<file path="src/design/aotb_pkg.sv">
package aotb_pkg;

    // ************************************************************
    // Timing
    // ************************************************************
    localparam int CLK_PERIOD_NS    = 10;
    localparam int MIN_OFF_NS       = 200;
    localparam int DEAD_TIME_NS     = 30;
    localparam int SS_RAMP_US       = 6000;
    localparam int MIN_OFF_CYC      = (MIN_OFF_NS + CLK_PERIOD_NS - 1) / CLK_PERIOD_NS;
    localparam int DEAD_CYC         = (DEAD_TIME_NS + CLK_PERIOD_NS - 1) / CLK_PERIOD_NS;
    // Reference steps: 0.8 V / 9.7 mV rounds up to 83 steps
    localparam int REF_FULL_MV10    = 8000;
    localparam int REF_STEP_MV10    = 97;
    localparam int SS_STEPS         = (REF_FULL_MV10 + REF_STEP_MV10 - 1) / REF_STEP_MV10;
    localparam int SS_STEP_CYC      = (SS_RAMP_US * 1000 / CLK_PERIOD_NS) / SS_STEPS;
    localparam int CODE_W           = 7;
    localparam int TON_W            = 16;
    localparam int CNT_W            = 16;
    localparam logic [CODE_W-1:0] REF_CODE_RST = 7'h00;

    // ************************************************************
    // Types
    // ************************************************************
    typedef enum logic [6:0] {
        ST_IDLE   = 7'b000_0001,
        ST_DEAD_H = 7'b000_0010,
        ST_ON     = 7'b000_0100,
        ST_DEAD_L = 7'b000_1000,
        ST_OFF    = 7'b001_0000,
        ST_DCM    = 7'b010_0000,
        ST_WAKE   = 7'b100_0000
    } aotb_state_t;

    typedef struct packed {
        logic high_side_gate_drive;
        logic low_side_gate_drive;
    } aotb_gate_t;

    typedef struct packed {
        logic             low_power;
        logic             ss_done;
        logic [CODE_W-1:0] ref_code;
    } aotb_status_t;

endpackage : aotb_pkg

</file>
<file path="src/design/aotb_ctrl.sv">
`timescale 1ns/100ps
module aotb_ctrl #(
    parameter int  MIN_OFF_CYC = aotb_pkg::MIN_OFF_CYC,
    parameter int  DEAD_CYC    = aotb_pkg::DEAD_CYC,
    parameter int  SS_STEP_CYC = aotb_pkg::SS_STEP_CYC,
    parameter bit  LIGHT_LOAD  = 1'b1
) (
    input  wire logic                         CLK,
    input  wire logic                         SRST,
    input  wire logic                         CE,
    input  wire logic                         ENABLE,
    input  wire logic                         FB_BELOW_REF,
    input  wire logic                         ZERO_CROSS_DETECT,
    input  wire logic [aotb_pkg::TON_W-1:0]   TON_CYCLES,
    output aotb_pkg::aotb_gate_t              GATE,
    output logic                              BIAS_RESTORED,
    output aotb_pkg::aotb_status_t            STATUS
);
    // ************************************************************
    // Input synchronisation
    // ************************************************************
    logic [2:0] pins_s;
    logic       en_s;
    logic       fb_low_s;
    logic       zc_s;

    aotb_sync #(.W(3)) u_sync (
        .clk (CLK),
        .ce  (CE),
        .d   ({ENABLE, FB_BELOW_REF, ZERO_CROSS_DETECT}),
        .q   (pins_s)
    );
    assign en_s     = pins_s[2];
    assign fb_low_s = pins_s[1];
    assign zc_s     = pins_s[0];

    // ************************************************************
    // Soft-start
    // ************************************************************
    logic [aotb_pkg::CODE_W-1:0] ref_code;
    logic                        ss_done;

    aotb_softstart #(.STEP_CYC(SS_STEP_CYC), .STEPS(aotb_pkg::SS_STEPS)) u_ss (
        .clk      (CLK),
        .srst     (SRST),
        .ce       (CE),
        .en       (en_s),
        .ref_code (ref_code),
        .done     (ss_done)
    );

    // ************************************************************
    // Switching state machine
    // ************************************************************
    aotb_pkg::aotb_state_t       state_reg;
    aotb_pkg::aotb_state_t       state_next;
    logic [aotb_pkg::CNT_W-1:0]  cnt_reg;
    logic [aotb_pkg::CNT_W-1:0]  cnt_next;
    logic                        wake_bias_reg;

    function automatic logic [aotb_pkg::CNT_W-1:0] load_cnt(input int cycles);
        load_cnt = (cycles > 1) ? aotb_pkg::CNT_W'(cycles - 1) : '0;
    endfunction : load_cnt

    // Next state and interval counter
    always_comb begin
        state_next = state_reg;
        cnt_next   = (cnt_reg != '0) ? cnt_reg - 1'b1 : cnt_reg;
        case (state_reg)
            aotb_pkg::ST_IDLE: begin
                if (fb_low_s) begin
                    state_next = aotb_pkg::ST_DEAD_H;
                    cnt_next   = load_cnt(DEAD_CYC);
                end
            end
            aotb_pkg::ST_DEAD_H: begin
                if (cnt_reg == '0) begin
                    state_next = aotb_pkg::ST_ON;
                    cnt_next   = (TON_CYCLES > 1) ? aotb_pkg::CNT_W'(TON_CYCLES - 1'b1) : '0;
                end
            end
            aotb_pkg::ST_ON: begin
                if (cnt_reg == '0) begin
                    state_next = aotb_pkg::ST_DEAD_L;
                    cnt_next   = load_cnt(DEAD_CYC);
                end
            end
            aotb_pkg::ST_DEAD_L: begin
                if (cnt_reg == '0) begin
                    state_next = aotb_pkg::ST_OFF;
                    cnt_next   = load_cnt(MIN_OFF_CYC - DEAD_CYC);
                end
            end
            aotb_pkg::ST_OFF: begin
                if (fb_low_s && cnt_reg == '0) begin
                    state_next = aotb_pkg::ST_DEAD_H;
                    cnt_next   = load_cnt(DEAD_CYC);
                end else if (LIGHT_LOAD && zc_s && !fb_low_s) begin
                    state_next = aotb_pkg::ST_DCM;
                end
            end
            aotb_pkg::ST_DCM: begin
                if (fb_low_s && cnt_reg == '0) begin
                    state_next = aotb_pkg::ST_WAKE;
                    cnt_next   = load_cnt(DEAD_CYC);
                end
            end
            aotb_pkg::ST_WAKE: begin
                if (cnt_reg == '0) begin
                    state_next = aotb_pkg::ST_ON;
                    cnt_next   = (TON_CYCLES > 1) ? aotb_pkg::CNT_W'(TON_CYCLES - 1'b1) : '0;
                end
            end
            default: begin
                state_next = aotb_pkg::ST_IDLE;
                cnt_next   = '0;
            end
        endcase
    end

    // State register
    always_ff @(posedge CLK) begin
        if (SRST) begin
            state_reg <= aotb_pkg::ST_IDLE;
            cnt_reg   <= '0;
        end else if (CE) begin
            if (!en_s) begin
                state_reg <= aotb_pkg::ST_IDLE;
                cnt_reg   <= '0;
            end else begin
                state_reg <= state_next;
                cnt_reg   <= cnt_next;
            end
        end
    end

    // Bias restore flag, set while enabled in every next state but ST_DCM
    always_ff @(posedge CLK) begin
        if (SRST) begin
            wake_bias_reg <= 1'b0;
        end else if (CE) begin
            wake_bias_reg <= en_s && (state_next != aotb_pkg::ST_DCM);
        end
    end

    // ************************************************************
    // Registered outputs
    // ************************************************************
    // drives from state
    always_ff @(posedge CLK) begin
        if (SRST) begin
            GATE <= '0;
        end else if (CE) begin
            GATE.high_side_gate_drive <= en_s && (state_next == aotb_pkg::ST_ON);
            GATE.low_side_gate_drive  <= en_s && (state_next == aotb_pkg::ST_OFF);
        end
    end

    always_ff @(posedge CLK) begin
        if (SRST) begin
            STATUS        <= '0;
            BIAS_RESTORED <= 1'b0;
        end else if (CE) begin
            STATUS.low_power <= en_s && (state_next == aotb_pkg::ST_DCM);
            STATUS.ss_done   <= ss_done;
            STATUS.ref_code  <= ref_code;
            BIAS_RESTORED    <= wake_bias_reg;
        end
    end
endmodule : aotb_ctrl

</file>
<file path="src/design/aotb_sync.sv">
`timescale 1ns/100ps
module aotb_sync #(
    parameter int W = 2
) (
    input  wire logic         clk,
    input  wire logic         ce,
    input  wire logic [W-1:0] d,
    output logic      [W-1:0] q
);
    logic [W-1:0] meta_reg;

    // Two-stage synchroniser, first stage read only by second
    always_ff @(posedge clk) begin
        if (ce) begin
            meta_reg <= d;
            q        <= meta_reg;
        end
    end
endmodule : aotb_sync

</file>
<file path="src/design/aotb_softstart.sv">
`timescale 1ns/100ps
module aotb_softstart #(
    parameter int STEP_CYC = aotb_pkg::SS_STEP_CYC,
    parameter int STEPS    = aotb_pkg::SS_STEPS
) (
    input  wire logic                        clk,
    input  wire logic                        srst,
    input  wire logic                        ce,
    input  wire logic                        en,
    output logic [aotb_pkg::CODE_W-1:0]      ref_code,
    output logic                             done
);
    logic [aotb_pkg::CNT_W-1:0] tick_reg;

    always_ff @(posedge clk) begin
        if (srst) begin
            tick_reg <= '0;
            ref_code <= aotb_pkg::REF_CODE_RST;
            done     <= 1'b0;
        end else if (ce) begin
            if (!en) begin
                tick_reg <= '0;
                ref_code <= aotb_pkg::REF_CODE_RST;
                done     <= 1'b0;
            end else if (!done) begin
                if (tick_reg == aotb_pkg::CNT_W'(STEP_CYC - 1)) begin
                    tick_reg <= '0;
                    ref_code <= ref_code + 1'b1;
                    done     <= (ref_code == aotb_pkg::CODE_W'(STEPS - 1));
                end else begin
                    tick_reg <= tick_reg + 1'b1;
                end
            end
        end
    end
endmodule : aotb_softstart

</file>
<file path="config.mk">
export PLATFORM = sky130hd
export DESIGN_NAME = aotb_ctrl
export DESIGN_NICKNAME = d
export VERILOG_FILES = /design/src/design/aotb_pkg.sv /design/src/design/aotb_ctrl.sv /design/src/design/aotb_sync.sv /design/src/design/aotb_softstart.sv
export SDC_FILE = /design/constraint.sdc
export NUM_CORES = 1
export LEC_CHECK = 0
export BUFFER_PORTS_ARGS = -buffer_cell sky130_fd_sc_hd__clkbuf_2
export CORE_UTILIZATION = 25
export CTS_BUF_LIST = sky130_fd_sc_hd__clkbuf_8
export CTS_CLUSTER_DIAMETER = 40
export CTS_CLUSTER_SIZE = 14
export DETAILED_ROUTE_END_ITERATION = 10
export RECOVER_POWER = 25
export SLEW_MARGIN = 30
export SYNTH_ARGS = -nofsm -noshare
export SYNTH_HDL_FRONTEND = slang
export SYNTH_HIERARCHICAL = 1
export SYNTH_SLANG_ARGS = --single-unit
</file>
<file path="constraint.sdc">
create_clock -name CLK -period 4.8 [get_ports CLK]
set_input_delay 0.72 -clock CLK [delete_from_list [all_inputs] [get_ports CLK]]
set_output_delay 0.72 -clock CLK [all_outputs]
set_load 0.005 [all_outputs]
</file>
After elaboration in Yosys (flattened, before gate mapping). Index checks and enable logic that the tools add are counted.

Word-level logic and storage cells: 74. Flip-flop bits (word level): 66. Output and inout bits: 12. Bits of input ports: 22.

Mux-type cells: 27. Equality and inequality tests: 15. Order comparisons: 1. $add $sub $neg: 4. Reduce and logical (&&, ||, !) cells: 13.

Operator list (count): $mux 16 (11); $pmux 16 s5 (1); $mux 7 (11); $pmux 7 s6 (1); $sub 16x1->16 const B (2); $add 16x1->16 const B (1); $eq 16x13->1 const B (1); $gt 16x1->1 const B (1); $logic_not 16->1 (1); $reduce_bool 16->1 (1); $eq 7x3->1 const B (2); $eq 7x5->1 const B (2); $eq 7x6->1 const B (2); $eq 7x7->1 const B (2); $add 7x1->7 const B (1); $eq 7x1->1 const B (1); $eq 7x2->1 const B (1); $eq 7x4->1 const B (1); $ne 7x6->1 const B (1); $logic_and 1x1->1 (6); $reduce_or 2->1 (2); $mux 1 (3); $reduce_and 3->1 (1); $ne 2x1->1 const B (1); 3 further kinds (3).

Depth between registers and ports, before layout. Gate-level depths: netlist of run 1.

Depth in word-level cells: 7. Mapped depth: 14. Mapped depth without buffers: 12.

Modules after synthesis. Netlist of run 1, hierarchy kept.

By module, submodules not included: aotb_ctrl (cells an instance 335, area an instance 2626.3 µm², times used 1); aotb_softstart (cells an instance 152, area an instance 1266.2 µm², times used 1); aotb_sync (cells an instance 6, area an instance 180.2 µm², times used 1).

Worst setup path before layout of run 1. Ideal clock, no wire load.

Path type: register -> register. Start: register cnt_reg[0] in the netlist's numbering. End: register cnt_reg[0] in the netlist's numbering. Arrival time: 2413 ps. Cell stages (with the launch flop): 15. Setup time: 91 ps. Slack: 2296 ps. Clock period less this slack: 2504 ps. Cells stage by stage: dfxtp_1 inv_1 ha_1 nor3b_2 and4bb_4 and3_4 buf_12 inv_6 buf_6 ha_1 nor2_1 o21ai_0 o21ai_0 o21ai_1 a311oi_1.

Cells in the longest elaborated chain, start to end: 5. Elaborated cells on any way between the ends: 12.

RTL lines: start, declared (RTL line aotb_ctrl.sv:57) `logic [aotb_pkg::CNT_W-1:0] cnt_reg;`; start signal, assigned (RTL line aotb_ctrl.sv:132) `cnt_reg <= cnt_next;`; $sub 16x1->16, or another cell as far along (RTL line aotb_ctrl.sv:68) `cnt_next = (cnt_reg != '0) ? cnt_reg - 1'b1 : cnt_reg;`; $mux 16 or $logic_and 1x1->1 (tied branches) (RTL line aotb_ctrl.sv:68, aotb_ctrl.sv:95, aotb_ctrl.sv:103); $mux 16, on equally long branches; $pmux 16 s5 * (RTL line aotb_ctrl.sv:69) `case (state_reg)`; $mux 16 * (RTL line aotb_ctrl.sv:127) `if (!en_s) begin`.

Mark *: on every way between the ends. The rest lies on a longest branch, timed or not. A chain may end at the register's enable or synchronous reset.

==> impl_metrics.tcl, run 1 <==
set metrics [dict create \
    period_share 0.653 \
    power-per-cell-area_nw_per_um2 279 \
    clock-root-buffer "clkbuf_8" \
    placedInstanceArea_um2 4370 \
    outcome "completed" \
    worst_skew_pair.late_latency_ps 350 \
    start_kind "primary input" \
    hold_viol_final 0 \
    vias_in_the_first_global_route 3273 \
    path_clk_slew_ps 70 \
    core_area_um2 15900 \
    rr_worst_depth 12 \
    htreeDepth 3 \
    area_growth_from_synthesis_to_layout_pct 12.4 \
    worstPathRequired_ps 5080 \
    power_uw 1280 \
    final_period_minus_worst_setup_slack_ps 3130 \
    critical_path_peak_fanout 26 \
    post-dp-hpwl_um 7280 \
    hold_buffers_post_cts 0 \
    maxClockFrequency_mhz 319 \
    die_x_um 130 \
    timing_worst_setup_path_type "in -> reg" \
    timing_worst_slew_pin_value_ps 1430 \
    commonest_register_cell_after_synthesis "dfxtp_1" \
    route.detailed.drc 0 \
    floorplan.rows 46 \
    slew_viol_final 0 \
    clkSinkCount 66 \
    synth.net_count 522 \
    synth_async_sr_flop_share 0 \
    vdd.ir_drop.worst_uv 152 \
    gp_congestion 0.903 \
    synthDominantCellAreaShare 0.295 \
    hold_depth 0 \
    synth_cells 493 \
    grt_overflow_total 0 \
    floorplan.io_pins 34 \
    ctsLongestPathBuffers 2 \
    worst_ep_arrival_time_ps 3410 \
    synth.yosys.seq_area_share 0.339 \
    rsz0062_at_grt "no" \
    final_cell_area_um2 4580 \
    yosys_warnings 6 \
    min_delay_worst_type "reg -> reg" \
    synth_cell_type_count 74 \
    list_of_most_frequent_post_synthesis_cells "dfxtp_1 (60), nor2_1 (51), nand2_1 (45), a21oi_1 (28), nand3_1 (21)" \
    antenna_left 0 \
    port_buffers 33 \
    synth_area_leaders "dfxtp_1 (29%), nor2_1 (4.7%), edfxtp_1 (4.4%)" \
    grt_start_max_net_pins 33 \
    detail_route.first_pass.iterations 4 \
    buffer_count_from_post_cts_setup_fixing 0 \
    die_h_um 130 \
    initial_core_util 0.256 \
    grtUsageTotal 0.127 \
    avgRoutedWirePerCell_um 14.0 \
    postCtsResizedCells 0 \
    synth_most_common_cell "dfxtp_1" \
    whs_ps 421 \
    diodes 0 \
    count_of_flip_flops_with_a_built_in_enable_after_synthesis 6 \
    setup-violations-final 0 \
    antenna_found_initial 0 \
    first_iter_violations 206 \
    p_leak_uw 0.00163 \
    multi_input_comb_area_um2 2490 \
    grt_first_pass_wirelength_um 16900 \
    netlist.top_cell.by_area "dfxtp_1" \
    filler_cell_count 1741 \
    post_route_cells_drive_above_1_share 0.133 \
    setup_tns_ps 0 \
    syn_avg_cell_area_um2 8.26 \
    avgViaCountPerCell 5.02 \
    ys_seq_elements 66 \
    fp.dieArea_um2 16800 \
    clock_skews_ps 7.85 \
    timing.critical_path.to_type "flip-flop" \
    seq_area_um2 1380 \
    route.vias.total 3682 \
    max-cap-violations 0 \
    detail_route.wirelength_um 10300 \
    cts_tree "yes" \
    cts-buffers-inserted 9 \
    syn_area_um2 4070 \
    finish.net_count 542 \
    relSlewSlack 0.0465 \
]
==> metal layers <==
metal	up-vias	wire [um]	GRT usage
met1	1713	4910	0.172
met3	11	454	0.0314
met4	0	117	0.0342
met2	78	4810	0.200
met5	-	0	0
li1	1880	-	-
==> kinds of logic (layout without fill, tap and decap cells) <==
kind of cell,Yosys count,in the layout,share of synthesized area
compound gates,112,112,0.196
mux,12,12,0.0295
xor+xnor,26,26,0.0559
fa+ha+maj,7,7,0.0215
buf+inv,41,66,0.0507
flops,66,66,0.339
simple gates,229,229,0.308
==> stage by stage <==
stage                     utilization  instances  setup WS [ps]
final                           0.288        734           1670
after global routing            0.288        734           1340
after CTS                       0.288        734           1940
after detailed placement        0.275        718           1850
after global placement          0.275        718           1890
after floorplan                     -        493           2300
==> cell type report <==
cell class / count / area share
Inverter: 16 / 0.0142
Timing Repair Buffer: 34 / 0.0372
Clock inverter: 5 / 0.0107
Tap cell: 216 / 0.0590
Multi-Input combinational cell: 386 / 0.544
Clock buffer: 11 / 0.0331
Sequential cell: 66 / 0.302
==> worst paths after layout <==
check | startpoint | end | slack (ps)
worst min-delay path | u_sync/meta_reg[0] | u_sync/q[0] | 420
worst min register to register | u_sync/meta_reg[0] | u_sync/q[0] | 420
worst max register to register | cnt_reg[0] | cnt_reg[0] | 1940
worst max-delay path | CE | cnt_reg[2] | 1670
==> power breakdown <==
group          internal [uW]  switching, uW
sequential               566           12.9
clock                    263            216
combinational           75.2            143
total                    904            372
==> worst max-delay path, stage by stage <==
cell	delay (ps)
clkbuf_1	1010
nand2_1	320
or2_2	470
nor2_1	560
a31oi_1	170
o22ai_1	140
==> layout by cell type, fill, tap and decap left out, types with 3 or more instances in the layout <==
master	Yosys	routed
xnor2_1	7	7
dfxtp_1	60	60
xor2_1	19	19
nor3b_1	3	3
nor2b_1	4	4
nor4b_1	5	5
a21o_1	5	5
mux2i_1	12	12
nand3_1	21	21
o22ai_1	3	3
o31ai_1	5	5
o21ai_0	15	15
nor4_1	10	10
nor3_1	18	18
a21oi_1	28	28
or4_1	11	11
clkbuf_8	0	11
nor2_1	51	51
inv_1	14	17
nand2b_1	7	7
o211ai_1	7	7
a31oi_1	7	7
or3_1	13	13
edfxtp_1	6	6
and3_1	3	3
nand2_1	45	45
a22oi_1	8	8
a32oi_1	4	4
o21ai_1	4	4
and2_1	3	3
nor3_2	3	3
nand4b_1	5	5
a22o_1	3	3
ha_1	7	7
clkbuf_2	0	31
nand4_1	14	14
(Power assumes the default switching activity.)
==> run 2: changes to the inputs <==
- clock period: 4.8 -> 3.05 ns (I/O delays scaled with it)
==> impl_metrics.tcl, run 2 (synthesis gave the netlist of run 1 again) <==
set metrics [dict create \
    clock_skews_ps 5.55 \
    most-common-layout-cells "dfxtp_1 (60), nor2_1 (51), nand2_1 (45)" \
    outcome "complete, but fails checks" \
    path_buf_inv 2 \
    detail_route.first_pass.iterations 5 \
    rsz0062_at_grt "no" \
    port_buffers 33 \
    route.detailed.drc 0 \
    whs_ps 272 \
    cts_tree "yes" \
    slew_viol_final 32 \
    buffer_count_from_post_cts_setup_fixing 0 \
    placement.setup.worst_slack_ps 525 \
    clock-root-buffer "clkbuf_8" \
    worst_ep_arrival_time_ps 2840 \
    fp.dieArea_um2 16800 \
    clkSinkCount 66 \
    htreeDepth 3 \
    grt_first_pass_wirelength_um 17600 \
    antenna_found_initial 0 \
    grt_start_max_net_pins 32 \
    relSlewSlack -0.0359 \
    gp_congestion 0.912 \
    avgRoutedWirePerCell_um 14.4 \
    crit_path_top_delay_cell "dfxtp_1" \
    avgViaCountPerCell 5.13 \
    finish.net_count 549 \
    floorplan.io_pins 34 \
    setup_tns_ps 0 \
    antenna_left 0 \
    vdd.ir_drop.worst_uv 220 \
    hold_viol_final 0 \
    vias_in_the_first_global_route 3369 \
    worst_path_largest_cell_delay_ps 370 \
    timing.critical_path.to_type "flip-flop" \
    area_growth_from_synthesis_to_layout_pct 14.6 \
    final_period_minus_worst_setup_slack_ps 2580 \
    period_share 0.845 \
    worstPathRequired_ps 3310 \
    worst_path_dominant_cell_family "simple AND/OR/NAND/NOR gates" \
    path_clk_slew_ps 80 \
    route.vias.total 3799 \
    mostFrequentLayoutCell "dfxtp_1" \
    timing_worst_setup_path_type "reg -> reg" \
    post_route_cells_drive_above_1_share 0.143 \
    initial_core_util 0.256 \
    detail_route.wirelength_um 10700 \
    placedInstanceArea_um2 4430 \
    grt_overflow_total 0 \
    floorplan.rows 46 \
    grtUsageTotal 0.134 \
    worst_skew_pair.late_latency_ps 360 \
    final_cell_area_um2 4670 \
    critical_path_peak_fanout 17 \
    power-per-cell-area_nw_per_um2 473 \
    ctsLongestPathBuffers 2 \
    p_leak_uw 0.00166 \
    min_delay_worst_type "in -> reg" \
    die_x_um 130 \
    post-dp-hpwl_um 7430 \
    core_area_um2 15900 \
    start_kind "flip-flop" \
    timing_worst_slew_pin_value_ps 1550 \
    maxClockFrequency_mhz 388 \
    max-cap-violations 1 \
    first_iter_violations 287 \
    setup-violations-final 0 \
    violations "max-capacitance violations, max-slew violations" \
    die_h_um 130 \
    cts-buffers-inserted 9 \
    post-route-worst-setup-slack_ps 474 \
    postCtsResizedCells 0 \
    critical_path.cell_chain "inv_1 > ha_1 > nor3b_2 > and4bb_4 > and3_4 > inv_6 > ha_1 > nor2_1 > o21ai_0 > o21ai_0 > o21ai_1 > a311oi_1" \
    diodes 0 \
    hold_buffers_post_cts 0 \
]
==> run 2: power breakdown <==
group / switching [uW] / internal (uW)
Clock: 373 / 568
Combinational: 230 / 127
Sequential: 20.6 / 891
==> run 2: layer usage <==
layer / GRT usage / wire, um / vias up / share of wire
met5: 0 / 0 / - / 0
met4: 0.0376 / 93 / 0 / 0.0087
met3: 0.0289 / 535 / 13 / 0.050
met2: 0.204 / 4720 / 105 / 0.44
met1: 0.189 / 5350 / 1781 / 0.50
li1: - / - / 1900 / -
==> run 2: worst paths after layout <==
kind | depth (start not counted) | end | slack (ps) | from
worst max-delay path | 12 | cnt_reg[0] | 470 | cnt_reg[0]
worst min-delay path | 1 | u_sync/meta_reg[0] | 270 | ZERO_CROSS_DETECT
worst max register to register | 12 | cnt_reg[0] | 470 | cnt_reg[0]
worst min register to register | 0 | u_sync/q[2] | 430 | u_sync/meta_reg[2]
==> run 2: layout make-up <==
type	instances	area [um^2]
fill	1743	11200
multi-input combinational	386	2480
sequential	66	1380
tap	216	270
timing repair buffer	41	214
clock buffer	10	138
clock inverter	6	113
inverter	16	65.1
==> run 2: through the flow <==
stage | instances | power, uW | util
2_1_floorplan | 493 | 1220 | -
3_3_place_gp | 725 | 1280 | 0.279
3_5_place_dp | 725 | 1290 | 0.279
4_1_cts | 741 | 2240 | 0.294
5_1_grt | 741 | 2310 | 0.294
6_report | 741 | 2210 | 0.294
==> run 2: worst reg2reg max path: cells and delay by family (launching register included) <==
family / cells / cell delay [ps]
compound gates: 4 / 540
fa+ha+maj: 2 / 440
buf+inv: 2 / 180
flops: 1 / 370
simple gates: 4 / 960
==> run 3: changes to the inputs <==
- clock period: 3.05 -> 2.5 ns (I/O delays scaled with it)
==> impl_metrics.tcl, run 3 (synthesis gave the netlist of run 1 again) <==
set metrics [dict create \
    clock-root-buffer "clkbuf_8" \
    crit_path_top_delay_cell "or3_4" \
    detailroute.wirelength.met2_um 5030 \
    worstPathRequired_ps 2770 \
    ctsLongestPathBuffers 2 \
    hp-start "ZERO_CROSS_DETECT" \
    die_x_um 130 \
    power-per-cell-area_nw_per_um2 535 \
    timing.rr.start "cnt_reg[12]" \
    slew_viol_final 0 \
    clkSinkCount 66 \
    post-route-worst-setup-slack_ps 211 \
    finish.net_count 573 \
    detail_route.first_pass.iterations 5 \
    htreeDepth 3 \
    clock_skews_ps 2.22 \
    detail_route.wirelength_um 10700 \
    postCtsResizedCells 0 \
    diodes 0 \
    core_area_um2 15900 \
    path_buf_inv 1 \
    fp.dieArea_um2 16800 \
    highest-signal-layer "met4" \
    mostFrequentLayoutCell "dfxtp_1" \
    vdd.ir_drop.worst_uv 464 \
    grt_start_max_net_pins 26 \
    cts_tree "yes" \
    timing_worst_slew_pin_value_ps 452 \
    worst_path_dominant_cell_family "simple AND/OR/NAND/NOR gates" \
    power_uw 2580 \
    route.detailed.drc 0 \
    setup_tns_ps 0 \
    grt_overflow_total 0 \
    antenna_found_initial 0 \
    area_growth_from_synthesis_to_layout_pct 18.3 \
    setup-violations-final 0 \
    timing.critical_path.to_type "flip-flop" \
    grtUsageTotal 0.134 \
    post_route_cells_drive_above_1_share 0.180 \
    most-common-layout-cells "dfxtp_1 (60), nor2_1 (51), nand2_1 (45)" \
    maxClockFrequency_mhz 437 \
    critical_path_peak_fanout 5 \
    start_kind "flip-flop" \
    path_clk_slew_ps 70 \
    relSlewSlack 0.696 \
    critical_path.cell_chain "or3_4 > and4bb_4 > and3_4 > inv_6 > ha_1 > nor2_1 > o21ai_0 > o21ai_0 > o21ai_1 > a311oi_1" \
    route.vias.total 3841 \
    cts-buffers-inserted 9 \
    first_iter_violations 219 \
    max-cap-violations 0 \
    register_to_register_setup_slack_ps 210 \
    avgViaCountPerCell 5.02 \
    worst_skew_pair.late_latency_ps 350 \
    floorplan.io_pins 34 \
    worst_path_largest_cell_delay_ps 400 \
    rsz0062_at_grt "no" \
    antenna_left 0 \
    port_buffers 33 \
    path_common_cell "o21ai_0" \
    initial_core_util 0.256 \
    p_leak_uw 0.00178 \
    post-dp-hpwl_um 7740 \
    hold_depth 1 \
    timing.hold.worst_endpoint "u_sync/meta_reg[0]" \
    die_h_um 130 \
    hold_viol_final 0 \
    vias_in_the_first_global_route 3536 \
    floorplan.rows 46 \
    final_period_minus_worst_setup_slack_ps 2290 \
    gp_congestion 0.828 \
    rr_worst_depth 10 \
    period_share 0.916 \
    timing_worst_setup_path_type "reg -> reg" \
    min_delay_worst_type "in -> reg" \
    wl_met1_um 5080 \
    avgRoutedWirePerCell_um 14.0 \
    filler_cell_count 1745 \
    worst_r2r_endpoint "cnt_reg[0]" \
    outcome "completed" \
    worst_ep_arrival_time_ps 2560 \
    met3WireLength_um 494 \
    grt_first_pass_wirelength_um 17700 \
    placement.setup.worst_slack_ps 189 \
]
[run 3: power breakdown]
part / internal [uW] / total (uW) / switching [uW] / leakage (uW)
sequential: 1090 / 1100 / 16.0 / 0.000543
combinational: 186 / 487 / 301 / 0.00113
clock: 553 / 987 / 434 / 0.000116
[run 3: repair_timing]
action                                  4_1_cts  5_1_grt
hold buffers                                  0        0
endpoints found under the setup margin        0        1
setup buffers                                 0        1
[run 3: stage by stage]
stage | std cells | hold slack, ps | cell area (um^2) | utilization
final | 765 | 216 | 4820 | 0.303
after global routing | 765 | 198 | 4820 | 0.303
after floorplan | 493 | 400 | 4080 | -
after detailed placement | 748 | 406 | 4610 | 0.290
after CTS | 764 | 205 | 4820 | 0.303
after global placement | 748 | 403 | 4610 | 0.290
[run 3: metal layers]
layer  vias up  global-route usage
li1       1934                   -
met1      1799               0.170
met2        96               0.230
met3        12              0.0260
met4         0              0.0369
met5         -                   0
[run 3: layout make-up]
| type | count | area (um^2) | area share |
|---|---|---|---|
| timing repair buffer | 65 | 402 | 0.0833 |
| clock inverter | 7 | 86.3 | 0.0179 |
| clock buffer | 9 | 124 | 0.0257 |
| multi-input combinational | 386 | 2490 | 0.517 |
| sequential | 66 | 1380 | 0.287 |
| inverter | 16 | 65.1 | 0.0135 |
| tap | 216 | 270 | 0.0561 |
[run 3: worst max path at each step]
stage / startpoint / end / slack (ps) / cells after the start
5_1_grt: cnt_reg[1] / cnt_reg[0] / 20 / 12
2_1_floorplan: cnt_reg[0] / cnt_reg[0] / 20 / 14
6_report: cnt_reg[12] / cnt_reg[0] / 210 / 10
4_1_cts: cnt_reg[1] / cnt_reg[0] / 160 / 12
3_3_place_gp: cnt_reg[12] / cnt_reg[0] / 210 / 10
3_5_place_dp: cnt_reg[1] / cnt_reg[0] / 190 / 12
